### config.mk
export PLATFORM = sky130hd
export DESIGN_NAME = port_fault_diag
export DESIGN_NICKNAME = d
export VERILOG_FILES = /design/src/core/fault_pkg.sv /design/src/core/port_fault_diag.sv
export SDC_FILE = /design/constraint.sdc
export NUM_CORES = 1
export LEC_CHECK = 0
export BUFFER_PORTS_ARGS = -buffer_cell sky130_fd_sc_hd__buf_2
export CAP_MARGIN = 20
export CORE_ASPECT_RATIO = 0.6
export CORE_MARGIN = 2
export CORE_UTILIZATION = 30
export CTS_CLUSTER_SIZE = 10
export DETAILED_ROUTE_END_ITERATION = 6
export SETUP_SLACK_MARGIN = 0.2
export SLEW_MARGIN = 10
export SYNTH_ARGS = -nofsm -noshare
export SYNTH_HDL_FRONTEND = slang
export SYNTH_SLANG_ARGS = --single-unit
export TNS_END_PERCENT = 1
### constraint.sdc
create_clock -name CORE_CLK -period 6.4 [get_ports CORE_CLK]
set_input_delay 1.28 -clock CORE_CLK [delete_from_list [all_inputs] [get_ports CORE_CLK]]
set_output_delay 1.28 -clock CORE_CLK [all_outputs]
set_load 0.01 [all_outputs]
### src/core/fault_pkg.sv
// Contract
// - a faulted channel-B output is forced off and, under auto restart (default), retried.
// - under restart-after-reset a faulted output waits for an inactive, then an active command.
// - each rising output edge masks its faults for the filter window, 0..255 ms, default 80 ms.
// - a channel-B output fault yields a channel diagnostic with port number 1..8 and code 0x1810.
// - the port's red fault indicator is on while an output fault stands.
// - a port in communication mode flags device removed, wrong device or line fault.
// - with the removal alarm enabled (default) that error goes out as a submodule-pulled alarm.
// - with the removal alarm off and port diagnostics on it goes out as code 0x1800 on the port.
// - a communication port without device blinks its green indicator and keeps its red one off.
// - a bad parameter write yields channel 0x8000 code 0x0010.
// - an inconsistent bit-mapping block yields code 0x011A.
// - a data length mismatch yields code 0x17FF when the length policy allows it.
// - active forcing yields code 0x000A.
// - an internal abnormal state yields code 0x0009.
package fault_pkg;
    localparam int NPORT = 8;
    localparam int NMASTER = 5;
    // timing
    localparam int CLK_NS = 20;
    localparam int MS_NS = 1000000;
    localparam int MS_CYCLES = MS_NS / CLK_NS;
    localparam logic [7:0] FILTER_RST_MS = 8'h50;
    localparam logic [7:0] RESTART_MS = 8'h64;
    localparam logic [7:0] BLINK_MS = 8'hFA;
    // register offsets
    localparam logic [11:0] OFF_CTRL = 12'h000;
    localparam logic [11:0] OFF_FILTER = 12'h004;
    localparam logic [11:0] OFF_COMMODE = 12'h008;
    localparam logic [11:0] OFF_STATUS = 12'h00C;
    localparam logic [11:0] OFF_IRQ_STAT = 12'h010;
    localparam logic [11:0] OFF_IRQ_MASK = 12'h014;
    // control bits
    localparam int CTRL_RESTART = 0;
    localparam int CTRL_PULL = 1;
    localparam int CTRL_PDIAG = 2;
    localparam int CTRL_LEN = 3;
    localparam logic [3:0] CTRL_RST = 4'hE;
    // interrupt status layout
    localparam int IRQ_OUT_LSB = 0;
    localparam int IRQ_COM_LSB = 8;
    localparam int IRQ_M_LSB = 16;
    localparam int IRQ_W = 21;
    // diagnostic codes
    localparam logic [15:0] CHAN_MASTER = 16'h8000;
    localparam logic [15:0] CODE_BOUT = 16'h1810;
    localparam logic [15:0] CODE_NODEV = 16'h1800;
    localparam logic [15:0] CODE_PULL = 16'h0000;
    // master events: 0 param, 1 mapping, 2 length, 3 forcing, 4 internal
    localparam logic [NMASTER-1:0][15:0] MASTER_CODES =
        {16'h0009, 16'h000A, 16'h17FF, 16'h011A, 16'h0010};
endpackage

### src/core/port_fault_diag.sv
`timescale 1ns/1ps
module port_fault_diag #(
    parameter int MS_CYCLES = fault_pkg::MS_CYCLES,
    parameter bit MASTER_FIRST = 1'b1
) (
    // clock and reset
    input wire logic CORE_CLK,
    input wire logic RST,
    // apb slave
    input wire logic PSEL,
    input wire logic PENABLE,
    input wire logic PWRITE,
    input wire logic [11:0] PADDR,
    input wire logic [31:0] PWDATA,
    output logic [31:0] PRDATA,
    output logic PREADY,
    output logic PSLVERR,
    // port pins
    input wire logic [fault_pkg::NPORT-1:0] OUT_CMD,
    input wire logic [fault_pkg::NPORT-1:0] B_FAULT,
    input wire logic [fault_pkg::NPORT-1:0] DEV_PRESENT,
    input wire logic [fault_pkg::NPORT-1:0] DEV_WRONG,
    input wire logic [fault_pkg::NPORT-1:0] LINE_FAULT,
    output logic [fault_pkg::NPORT-1:0] B_OUT,
    output logic [fault_pkg::NPORT-1:0] PORT_FAULT_LED,
    output logic [fault_pkg::NPORT-1:0] LINK_LED,
    // master-level conditions
    input wire logic PARAM_ERR,
    input wire logic MAP_ERR,
    input wire logic LEN_MISMATCH,
    input wire logic FORCE_ACTIVE,
    input wire logic INTERNAL_ERR,
    // diagnostic stream to controller
    output logic DIAG_VALID,
    input wire logic DIAG_READY,
    output logic [15:0] DIAG_CHAN,
    output logic [15:0] DIAG_CODE,
    output logic DIAG_PULL,
    // interrupt
    output logic IRQ
);
    import fault_pkg::*;

    typedef struct packed {
        logic [31:0] ms_cnt;
        logic ms_tick;
        logic [7:0] blink_cnt;
        logic blink;
        logic [3:0] ctrl;
        logic [7:0] filter_ms;
        logic [NPORT-1:0] com_mode;
        logic [NPORT-1:0] flt_s1, flt_s2, pres_s1, pres_s2;
        logic [NPORT-1:0] wrong_s1, wrong_s2, line_s1, line_s2;
        logic [NPORT-1:0] drv, trip, com_err;
        logic [NPORT-1:0][7:0] filt;
        logic [NPORT-1:0][7:0] retry;
        logic [NPORT-1:0] pend_out, pend_pull, pend_nodev;
        logic [NMASTER-1:0] pend_m, m_prev;
        logic [IRQ_W-1:0] irq_stat, irq_mask;
        logic [31:0] rdata;
        logic slverr;
        logic dv;
        logic [15:0] dchan, dcode;
        logic dpull;
    } state_t;

    state_t st, n;

    always_comb begin
        logic [NPORT-1:0] ev_out, ev_com;
        logic [NMASTER-1:0] m_now, ev_m;
        logic found_m, found_p;
        logic [2:0] idx_m, idx_p;
        logic [1:0] kind_p;
        ev_out = '0;
        ev_com = '0;
        found_m = 1'b0;
        found_p = 1'b0;
        idx_m = '0;
        idx_p = '0;
        kind_p = '0;
        m_now = '0;
        ev_m = '0;
        n = st;
        // fault, presence, wrong-device and line pins pass two flops before use
        n.flt_s1 = B_FAULT;
        n.flt_s2 = st.flt_s1;
        n.pres_s1 = DEV_PRESENT;
        n.pres_s2 = st.pres_s1;
        n.wrong_s1 = DEV_WRONG;
        n.wrong_s2 = st.wrong_s1;
        n.line_s1 = LINE_FAULT;
        n.line_s2 = st.line_s1;
        // millisecond time base shared by all ports
        n.ms_tick = 1'b0;
        if (st.ms_cnt == 32'(MS_CYCLES - 1)) begin
            n.ms_cnt = '0;
            n.ms_tick = 1'b1;
        end else begin
            n.ms_cnt = st.ms_cnt + 32'd1;
        end
        if (st.ms_tick) begin
            if (st.blink_cnt == BLINK_MS - 8'd1) begin
                n.blink_cnt = '0;
                n.blink = ~st.blink;
            end else begin
                n.blink_cnt = st.blink_cnt + 8'd1;
            end
        end
        for (int p = 0; p < NPORT; p++) begin
            if (st.trip[p]) begin
                if (st.ctrl[CTRL_RESTART]) begin
                    if (!OUT_CMD[p]) begin
                        n.trip[p] = 1'b0;
                    end
                end else if (st.ms_tick) begin
                    if (st.retry[p] == RESTART_MS - 8'd1) begin
                        n.trip[p] = 1'b0;
                        n.retry[p] = '0;
                    end else begin
                        n.retry[p] = st.retry[p] + 8'd1;
                    end
                end
            end else if (st.drv[p] && st.flt_s2[p] && st.filt[p] == 8'h00) begin
                n.trip[p] = 1'b1;
                n.retry[p] = '0;
                ev_out[p] = 1'b1;
            end
            n.drv[p] = OUT_CMD[p] & ~n.trip[p] & ~st.com_mode[p];
            if (n.drv[p] && !st.drv[p]) begin
                n.filt[p] = st.filter_ms;
            end else if (st.ms_tick && st.filt[p] != 8'h00) begin
                n.filt[p] = st.filt[p] - 8'd1;
            end
            n.com_err[p] = st.com_mode[p] & (~st.pres_s2[p] | st.wrong_s2[p] | st.line_s2[p]);
            ev_com[p] = n.com_err[p] & ~st.com_err[p];
        end
        m_now = {INTERNAL_ERR, FORCE_ACTIVE, LEN_MISMATCH & st.ctrl[CTRL_LEN], MAP_ERR, PARAM_ERR};
        ev_m = m_now & ~st.m_prev;
        n.m_prev = m_now;
        for (int i = NMASTER - 1; i >= 0; i--) begin
            if (st.pend_m[i]) begin
                found_m = 1'b1;
                idx_m = 3'(i);
            end
        end
        for (int p = NPORT - 1; p >= 0; p--) begin
            if (st.pend_out[p] | st.pend_pull[p] | st.pend_nodev[p]) begin
                found_p = 1'b1;
                idx_p = 3'(p);
                kind_p = st.pend_out[p] ? 2'd0 : (st.pend_pull[p] ? 2'd1 : 2'd2);
            end
        end
        if (st.dv && DIAG_READY) begin
            n.dv = 1'b0;
        end
        if (!n.dv) begin
            // order between master and port messages
            if (found_m && (MASTER_FIRST || !found_p)) begin
                n.dv = 1'b1;
                n.dchan = CHAN_MASTER;
                n.dcode = MASTER_CODES[idx_m];
                n.dpull = 1'b0;
                n.pend_m[idx_m] = 1'b0;
            end else if (found_p) begin
                n.dv = 1'b1;
                n.dchan = 16'(idx_p) + 16'h0001;
                n.dpull = (kind_p == 2'd1);
                if (kind_p == 2'd0) begin
                    n.dcode = CODE_BOUT;
                    n.pend_out[idx_p] = 1'b0;
                end else if (kind_p == 2'd1) begin
                    n.dcode = CODE_PULL;
                    n.pend_pull[idx_p] = 1'b0;
                end else begin
                    n.dcode = CODE_NODEV;
                    n.pend_nodev[idx_p] = 1'b0;
                end
            end
        end
        // new events are set after the clear so none is lost
        n.pend_out = n.pend_out | ev_out;
        n.pend_m = n.pend_m | ev_m;
        if (st.ctrl[CTRL_PULL]) begin
            n.pend_pull = n.pend_pull | ev_com;
        end else if (st.ctrl[CTRL_PDIAG]) begin
            n.pend_nodev = n.pend_nodev | ev_com;
        end
        // apb: decode in setup so read data is a flop in the access phase
        if (PSEL && !PENABLE) begin
            n.slverr = 1'b0;
            if (PADDR == OFF_CTRL) begin
                n.rdata = {28'h000_0000, st.ctrl};
            end else if (PADDR == OFF_FILTER) begin
                n.rdata = {24'h00_0000, st.filter_ms};
            end else if (PADDR == OFF_COMMODE) begin
                n.rdata = {24'h00_0000, st.com_mode};
            end else if (PADDR == OFF_STATUS) begin
                n.rdata = {16'h0000, st.com_err, st.trip};
            end else if (PADDR == OFF_IRQ_STAT) begin
                n.rdata = {11'h000, st.irq_stat};
            end else if (PADDR == OFF_IRQ_MASK) begin
                n.rdata = {11'h000, st.irq_mask};
            end else begin
                n.rdata = '0;
                n.slverr = 1'b1;
            end
        end
        if (PSEL && PENABLE && PWRITE) begin
            if (PADDR == OFF_CTRL) begin
                n.ctrl = PWDATA[3:0];
            end else if (PADDR == OFF_FILTER) begin
                n.filter_ms = PWDATA[7:0];
            end else if (PADDR == OFF_COMMODE) begin
                n.com_mode = PWDATA[7:0];
            end else if (PADDR == OFF_IRQ_STAT) begin
                n.irq_stat = st.irq_stat & ~PWDATA[IRQ_W-1:0];
            end else if (PADDR == OFF_IRQ_MASK) begin
                n.irq_mask = PWDATA[IRQ_W-1:0];
            end
        end
        n.irq_stat[IRQ_OUT_LSB +: NPORT] = n.irq_stat[IRQ_OUT_LSB +: NPORT] | ev_out;
        n.irq_stat[IRQ_COM_LSB +: NPORT] = n.irq_stat[IRQ_COM_LSB +: NPORT] | ev_com;
        n.irq_stat[IRQ_M_LSB +: NMASTER] = n.irq_stat[IRQ_M_LSB +: NMASTER] | ev_m;
    end

    always_ff @(posedge CORE_CLK) begin
        if (RST) begin
            st <= '0;
            st.ctrl <= CTRL_RST;
            st.filter_ms <= FILTER_RST_MS;
        end else begin
            st <= n;
        end
    end

    assign PRDATA = st.rdata;
    assign PREADY = 1'b1;
    assign PSLVERR = PSEL & PENABLE & st.slverr;
    assign B_OUT = st.drv;
    assign PORT_FAULT_LED = st.trip & ~st.com_mode;
    // blink when no device, red stays off
    assign LINK_LED = st.com_mode & (st.pres_s2 | {NPORT{st.blink}});
    assign DIAG_VALID = st.dv;
    assign DIAG_CHAN = st.dchan;
    assign DIAG_CODE = st.dcode;
    assign DIAG_PULL = st.dpull;
    assign IRQ = |(st.irq_stat & st.irq_mask);
endmodule

# Yosys cells after proc, flatten, opt, wreduce, memory -nomap -nowiden
# Memories as Yosys holds them, arrays and structs flattened.
# Index checks and enable logic that the tools add are counted.
[totals]
ff_bits = 421
mem_bits_ro = 128
inputBits = 95
output_inout_bits = 93
word_cells = 533
n_memories = 1
[op_classes]
addsub = 19
order_cmp = 4
eq_ne = 32
n_mux = 205
bitwise_logic = 127
n_reduce_logical = 98
[memory_table]
columns = ["memory", "words", "width", "read_ports", "rd_ports_with_merged_regs", "wr", "line", "text"]
rows = [
  ["(name not given)", 8, 16, 1, 0, 0, "port_fault_diag.sv:162", "n.dcode = MASTER_CODES[idx_m];"],
]
[ops]
columns = ["cell", "n"]
rows = [
  ["8-bit 2-to-1 mux", 63],
  ["21-bit 2-to-1 mux", 8],
  ["42-bit 2-to-1 mux", 4],
  ["34-bit 2-to-1 mux", 3],
  ["1-bit 2-to-1 mux", 79],
  ["8-bit by 1-bit adder with 8-bit output, second input constant", 9],
  ["8-bit by 7-bit equality test with 1-bit output, second input constant", 8],
  ["8-bit logical NOT", 8],
  ["8-bit nonzero test", 8],
  ["8-bit by 1-bit subtractor with 8-bit output, second input constant", 8],
  ["2-bit 2-to-1 mux", 24],
  ["24-bit 2-to-1 mux", 2],
  ["8-bit bitwise OR", 6],
  ["21-bit AND", 2],
  ["8-bit AND", 5],
  ["3-bit 2-to-1 mux", 13],
  ["1-bit logical AND", 38],
  ["1-bit NOT", 38],
  ["1-bit AND", 35],
  ["2-bit nonzero test", 17],
  ["32-bit by 1-bit adder with 32-bit output, second input constant", 1],
  ["32-bit by 16-bit equality test with 1-bit output, second input constant", 1],
  ["16-bit 2-to-1 mux", 2],
  ["32-bit 2-to-1 mux", 1],
  ["other kinds (29)", 102],
]

# Logic depth before layout (Yosys ltp)
# Gate-level depths: netlist of run 1.
[logic_depth]
ltp_word = 24
mapped_depth = 9
depth_no_buf = 8

# Least setup slack after synthesis of run 1
# Ideal clock, no wire load.
[synth_path]
path_type = "in2reg"
start = "input port PADDR[7]"
end = "register st[376] in the netlist's numbering"
setup_time_ns = 0.130
t_arrival_ns = 2.921
required_ns = 6.270
setup_slack_ns = 3.349
path_stages = 5
n_path_buf = 0
path_cell_list = "nor4_1 nand4b_1 nor4_1 mux2i_1 nand2_1"
[synth_via]
elab_chain_len = 2
[synth_lines]
columns = ["item", "line", "text"]
rows = [
  ["start, declared", "port_fault_diag.sv:13", "input wire logic [11:0] PADDR,"],
  ["12-bit logical NOT", "port_fault_diag.sv:210", "if (PADDR == OFF_CTRL) begin"],
  ["2-bit AND reduction (no line)", "--", ""],
  ["end signal, assigned", "port_fault_diag.sv:233", "st <= n;"],
  ["end, declared", "port_fault_diag.sv:67", "state_t st, n;"],
]
# No other way between the ends.
# A chain may end at the register's enable or synchronous reset.

# Final worst setup path of run 1
[layout_path]
start = "input port PADDR[7]"
end = "register st[104] in the netlist's numbering"
[layout_via]
elab_chain_len = 7
word_cells_on_any_way = 10
cone_classes = "3 x eq/ne; 5 x mux; 1 x bitwise; 1 x reduce/logical"
[layout_lines]
columns = ["item", "line", "text"]
rows = [
  ["12-bit by 5-bit equality test with 1-bit output", "port_fault_diag.sv:216", "end else if (PADDR == OFF_IRQ_STAT) begin"],
  ["21-bit 2-to-1 mux", "port_fault_diag.sv:216", ""],
  ["42-bit 2-to-1 mux", "port_fault_diag.sv:214", "end else if (PADDR == OFF_COMMODE) begin"],
  ["42-bit 2-to-1 mux", "port_fault_diag.sv:212", "end else if (PADDR == OFF_FILTER) begin"],
  ["42-bit 2-to-1 mux (*)", "port_fault_diag.sv:210", ""],
  ["42-bit 2-to-1 mux (*)", "port_fault_diag.sv:209", "if (PSEL && PENABLE && PWRITE) begin"],
  ["5-bit bitwise OR (*)", "port_fault_diag.sv:224", "n.irq_stat[IRQ_M_LSB +: NMASTER] = n.irq_stat[IRQ_M_LSB +: NMASTER] | ev_m;"],
]
# Mark *: on every way between the ends. The rest lies on a longest branch, timed or not.

==> results.toml, run 1 <==
[run_status]
outcome = "complete, no violations"

[min_path]
min_from = "n[296]$_SDFF_PP0_"
min_path_cells = 1
holdPathEnd = "st[296]$_SDFF_PP0_"
hp-class = "flip-flop to flip-flop"

[die]
dieWidth_um = 320.8
io_pins = 188
initial_utilization = 0.3042
rows = 69
core_um2 = 59400
die_height_um = 194.1
dieArea_um2 = 62280

[clock_tree]
cts_hold_buffers = 0
cts_resized = 0
cts_sinks = 391
cts_max_level = 2
post-cts-setup-buffer-count = 0
cts_buffer_depth = 3
cts_root_buf = "clkbuf_16"
clock_latency_ns = 0.59
cts_tree = "done"
numCtsBuffers = 45
clkSlewWorstSetupHoldPaths_ns = 0.06

[synthesis]
synth.avg_cell_area_um2 = 8.609
synth_edf_count = 0
synth_cells = 2099
ys_ff_latch = 391
synth-warning-count = 0
syn_area_um2 = 18070
synthFlopType = "dfxtp_1"
synth.distinct_cells = 75
ys_seq_area_frac = 0.4332
async_flop_share = 0

[worst_setup_path]
worstReg2RegStart = "st[388]$_SDFF_PP0_"
worst_ep_required_time_ns = 6.83
reg2reg_to = "st[251]$_SDFFE_PP0P_"
crit_path_end_kind = "flip-flop"
worstPathArrival_ns = 3.62
r2r_slack_ns = 3.38
cp-start-kind = "input port"
rr_worst_depth = 7
cp_max_fo = 21
crit_type = "input port to flip-flop"
crit_path_start = "PADDR[7]"

[timing]
slew_violations = 0
fmaxAchievable_mhz = 313.4
tns_ns = 0
hold_viol_final = 0
hold_slack_ns = 0.4357
layout_min_cycle_time_ns = 3.191
finalCritPeriodShare = 0.4986
rsz0062_at_grt = "no"
finalSetupViolations = 0
worst_pin_slew_ns = 0.9948
slew_headroom = 0.3346
fin_ws_ns = 3.209
fin_worst_skew_ns = 0.03191

[detailed_routing]
drt_iter0_markers = 1573
wl_per_cell_um = 18.26
wl_um = 53840
ant_nets = 0
route.detailed.drc = 0
detailedRoute.firstPassIterationCount = 6
routed_via_density = 5.284
vias = 15582

[global_route]
grt_pass1_wl_um = 82910
grt_pass1_vias = 14542
antenna_found_initial = 6
grt_usage = 0.1668
grt_max_degree = 129
grt_overflow = 0

[finish]
num-nets-final = 2279
area_growth_pct = 12.30
final_cells = 2949
drive_above_1_share = 0.1215

[power_and_ir_drop]
peakVddDrop_uv = 194.4
power.density_nw_per_um2 = 252.8
leakage_nw = 7.642
power_w = 0.005129

[placed_design]
port_buffers = 150
gp_congestion = 0.8902
placedCellCount = 2893
dpl_worst_slack_ns = 2.562
dpl.hpwl_um = 38350

[flow_run]
maxCapViolations = 0
synthesized netlist by cell type (all sizes together), types with 52 or more instances:
library cell  number  share of area
nand2            146          0.030
o21ai            111          0.031
dfxtp            391           0.43
clkbuf            82          0.017
nor2             256          0.053
xnor2             54          0.026
buf               95          0.036
nor2b             91          0.032
mux2i             54          0.030
a21oi            122          0.034
a22oi             52          0.022
inv               56          0.012
worst max-delay path, stage by stage:
cell	delay (ns)
buf_2	0.10
nor4_1	0.47
nand4_1	0.41
or4_1	0.93
o21ai_0	0.32
a21oi_1	0.10
metrics by stage:
| step | utilization | cell area [µm²] |
|---|---|---|
| finish | 0.3417 | 20290 |
| global placement | 0.3211 | 19070 |
| global route | 0.3415 | 20290 |
| CTS | 0.3413 | 20270 |
| floorplan | - | 18160 |
| detailed placement | 0.3211 | 19070 |
cell type report:
| cell class | instances | area [µm²] |
|---|---|---|
| Fill cell | 6137 | 39100 |
| Timing Repair Buffer | 168 | 893.4 |
| Sequential cell | 391 | 7828 |
| Antenna cell | 3 | 7.507 |
| Multi-Input combinational cell | 1499 | 9176 |
| Clock buffer | 47 | 1134 |
| Inverter | 56 | 210.2 |
| Tap cell | 781 | 977.2 |
| Clock inverter | 4 | 67.56 |
flip-flops by register name, summed over array words and instances, names as in the netlist:
signal	count
B_OUT	8
DIAG_CHAN	5
DIAG_CODE	8
DIAG_PULL	1
DIAG_VALID	1
PRDATA	21
n	32
st	315
power by group:
| part | switching [W] | internal (W) | total (W) |
|---|---|---|---|
| logic | 0.000203 | 0.000118 | 0.000321 |
| clock network | 0.00101 | 0.00126 | 0.00226 |
| registers | 0.0000460 | 0.00250 | 0.00254 |
| total | 0.00126 | 0.00387 | 0.00513 |
how the worst max path moves through the flow:
stage | end | slack (ns) | cells past startpoint
2_1_floorplan | st[376]$_SDFFE_PP1P_ | 3.35 | 5
3_3_place_gp | st[105]$_SDFF_PP0_ | 2.72 | 6
3_5_place_dp | st[377]$_SDFFE_PP1P_ | 2.56 | 6
4_1_cts | st[377]$_SDFFE_PP1P_ | 3.17 | 6
5_1_grt | st[95]$_SDFF_PP0_ | 3.01 | 6
6_report | st[104]$_SDFF_PP0_ | 3.21 | 6
cell families (layout without fill, tap and decap cells):
family | count (synthesis) | in the layout | share of synthesized area
AND/OR/NAND/NOR | 842 | 842 | 0.2423
AO/OA/AOI/OAI | 469 | 469 | 0.1717
flip-flops | 391 | 391 | 0.4332
buffers and inverters | 233 | 275 | 0.06516
XOR/XNOR | 83 | 83 | 0.04023
multiplexers | 56 | 56 | 0.03116
adder cells (fa/ha/maj) | 23 | 23 | 0.01593
other | 2 | 29 | 0.0004156
placed cells by master, fill, tap and decap left out, types with 6 or more instances in the layout:
| master | count |
|---|---|
| a211oi_1 | 44 |
| a21oi_1 | 122 |
| a22oi_1 | 52 |
| a311oi_1 | 22 |
| a31oi_1 | 10 |
| a32o_1 | 12 |
| a41oi_1 | 9 |
| and2_1 | 12 |
| and3_1 | 19 |
| buf_2 | 149 |
| buf_4 | 17 |
| clkbuf_16 | 45 |
| conb_1 | 26 |
| dfxtp_1 | 391 |
| ha_1 | 23 |
| inv_1 | 55 |
| mux2i_1 | 54 |
| nand2_1 | 146 |
| nand2b_1 | 23 |
| nand3_1 | 50 |
| nand3b_1 | 23 |
| nand4_1 | 31 |
| nor2_1 | 256 |
| nor2b_1 | 91 |
| nor3_1 | 38 |
| nor3b_1 | 6 |
| nor4_1 | 42 |
| nor4b_1 | 12 |
| o211ai_1 | 17 |
| o21a_1 | 13 |
| o21ai_0 | 106 |
| o221a_2 | 9 |
| o31ai_1 | 11 |
| or2_2 | 9 |
| or3_1 | 36 |
| or4_1 | 18 |
| xnor2_1 | 54 |
| xor2_1 | 29 |
routing by layer:
layer	GRT usage	part of all wire	vias to the layer above	routed length, µm
met3	0.04940	0.089	87	4795
li1	-	-	7541	-
met2	0.2428	0.41	483	22250
met1	0.2412	0.48	7465	25790
met5	0	0.00072	-	39
met4	0.03531	0.018	6	967
(Power assumes the default switching activity.)
==> inputs of run 2 (changes only) <==
--- a/config.mk
+++ b/config.mk
@@ -5,6 +5,7 @@
 export SDC_FILE = /design/constraint.sdc
 export NUM_CORES = 1
 export LEC_CHECK = 0
+export ABC_AREA = 1
 export BUFFER_PORTS_ARGS = -buffer_cell sky130_fd_sc_hd__buf_2
 export CAP_MARGIN = 20
 export CORE_ASPECT_RATIO = 0.6
==> constraint.sdc (replaced) <==
create_clock -name CORE_CLK -period 2.9 [get_ports CORE_CLK]
set_input_delay 0.58 -clock CORE_CLK [delete_from_list [all_inputs] [get_ports CORE_CLK]]
set_output_delay 0.58 -clock CORE_CLK [all_outputs]
set_load 0.01 [all_outputs]
==> results.toml, run 2 <==
[synthesis]
synthTopCellsByArea = "dfxtp_1 43%, nand2_1 8.3%, inv_1 7.6%, nor2_1 6.8%, a21oi_1 6.1%"
async_flop_share = 0
synth.avg_cell_area_um2 = 7.222
synth.distinct_cells = 56
synthFlopType = "dfxtp_1"
yosysMostFrequentCell = "nand2_1"
synth.largest_area_cell = "dfxtp_1"
synth-warning-count = 0
ys_seq_area_frac = 0.4289
netlist.area_leader.share = 0.4289
synth_cells = 2527
ys_ff_latch = 391
syn_area_um2 = 18250
synth_edf_count = 0
netlist_top_cells_count = "404 x nand2_1, 391 x dfxtp_1, 370 x inv_1, 333 x nor2_1, 223 x a21oi_1"

[clock_tree]
cts_root_buf = "clkbuf_16"
cts_sinks = 391
cts_buffer_depth = 3
cts_tree = "done"
numCtsBuffers = 45
clkSlewWorstSetupHoldPaths_ns = 0.05
clock_latency_ns = 0.59
cts_max_level = 2

[die]
rows = 69
dieArea_um2 = 62890
dieWidth_um = 322.4
io_pins = 188
die_height_um = 195.1
initial_utilization = 0.3059
core_um2 = 59660

[timing]
fin_worst_skew_ns = 0.02853
finalCritPeriodShare = 0.9481
finalSetupViolations = 0
fmaxAchievable_mhz = 363.7
slew_headroom = 0.4399
hold_slack_ns = 0.2103
hold_viol_final = 0
slew_violations = 0
worst_pin_slew_ns = 0.8402
tns_ns = 0
rsz0062_at_grt = "yes"
layout_min_cycle_time_ns = 2.750

[detailed_routing]
vias = 16102
detailedRoute.firstPassIterationCount = 5
wl_per_cell_um = 15.64
routed_via_density = 4.656
route.detailed.drc = 0
wl_um = 54070
drt_iter0_markers = 1701
ant_nets = 0

[global_route]
grt_pass1_vias = 14321
grt_overflow = 0
antenna_found_initial = 3
grt_pass1_wl_um = 83810
grt_max_degree = 153
grt_usage = 0.1689

[worst_setup_path]
worstPathArrival_ns = 2.17
worst_path_max_delay_cell = "nor4_2"
crit_path_end_kind = "output pin"
cp_cell_sequence = "nand2_1 > o2111ai_1 > nor4_2 > o211ai_1 > buf_2"
cp-start-kind = "flip-flop"
slowest_delay_ns = 0.46
cp_max_fo = 3
worst_ep_required_time_ns = 2.32
crit_type = "flip-flop to output pin"

[finish]
drive_above_1_share = 0.1136
area_growth_pct = 14.09
num-nets-final = 2755
seq_area_um2 = 7828
fillCellCount = 6418
final_cell_area_um2 = 20820
top_register = "st"
multi_input_area_um2 = 8218
layout.cells.most_common_list = "404 x nand2_1, 391 x dfxtp_1, 369 x inv_1"
largest_reg_flops = 315
layout_commonest_cell = "nand2_1"

[flow_run]
maxCapViolations = 0

[placed_design]
port_buffers = 150
gp_congestion = 0.8906
dpl.hpwl_um = 39710
placed_cell_area_um2 = 19580

[power_and_ir_drop]
peakVddDrop_uv = 457.6
p_switching_w = 0.002878
power.density_nw_per_um2 = 554.4
pwr-share-comb = 0.072
seq_power_share = 0.487
clockPowerShare = 0.440
swShare = 0.2493
intPower_w = 0.008666
leakage_nw = 8.788

[min_path]
hp-class = "input port to flip-flop"

[run_status]
outcome = "complete, no violations"
==> run 2: cell type report <==
type	count	share of cell area
diodes	1	0.0001202
clock buffers	48	0.05660
clock inverters	3	0.002103
inverters	382	0.06910
repair buffers	188	0.05246
multi-input cells	1629	0.3947
well taps	816	0.04903
flip-flops and latches	391	0.3759
==> run 2: layer usage <==
layer  vias to the layer above  GRT usage  wire length [µm]
met5                         -          0                13
met4                         2    0.02769               766
met3                        62    0.03474              4834
met2                       553     0.2293             20850
met1                      7236     0.2700             27600
li1                       8249          -                 -
==> run 2: worst max-delay path, delay by kind of cell, from the launching register on <==
| family | cells | cell delay, ns |
|---|---|---|
| and+or+nand+nor | 2 | 0.60 |
| AOI/OAI and AO/OA | 2 | 0.50 |
| DFF | 1 | 0.32 |
| buffers and inverters | 1 | 0.19 |
==> run 2: worst paths after layout <==
check | slack (ns) | depth (start not counted) | endpoint | from
hold / removal | 0.21 | 3 | n[296]$_SDFF_PP0_ | LINE_FAULT[1]
setup / recovery | 0.15 | 5 | IRQ | st[93]$_SDFF_PP0_
setup reg to reg | 0.51 | 12 | st[240]$_SDFFE_PP0P_ | st[239]$_SDFFE_PP0P_
hold reg to reg | 0.40 | 2 | st[312]$_SDFF_PP0_ | n[312]$_SDFF_PP0_
==> run 2: logic make-up after synthesis <==
| logic type | synth area share |
|---|---|
| xor+xnor | 0.03935 |
| compound gates | 0.1564 |
| other cells | 0.0004115 |
| buf+inv | 0.1263 |
| simple gates | 0.2329 |
| flops | 0.4289 |
| fa+ha+maj | 0.01577 |
==> run 2: power groups by stage <==
stage                     clock network [W]  registers, W  logic, W
after global placement                    0       0.00574  0.000826
final                               0.00508       0.00563  0.000835
after detailed placement                  0       0.00574  0.000833
after floorplan                           0       0.00571  0.000614
after global routing                0.00544       0.00564  0.000951
after CTS                           0.00520       0.00563  0.000835
==> run 2: timing repair <==
item	CTS	global route
buffers inserted	0	2
gates resized for setup	1	0
cloned	0	0
endpoints found under the setup margin	1	5
hold buffers	0	0
endpoints found under the hold margin	0	0
pin swaps	0	1
==> run 2: stage by stage <==
stage / setup WS, ns / utilization / total power, W / std cells
6_report: 0.1505 / 0.3490 / 0.01154 / 3458
5_1_grt: 0.1726 / 0.3490 / 0.01203 / 3457
4_1_cts: 0.2188 / 0.3487 / 0.01166 / 3455
3_5_place_dp: 0.3177 / 0.3282 / 0.006573 / 3404
3_3_place_gp: 0.3642 / 0.3282 / 0.006567 / 3404
2_1_floorplan: 0.8590 / - / 0.006323 / 2551
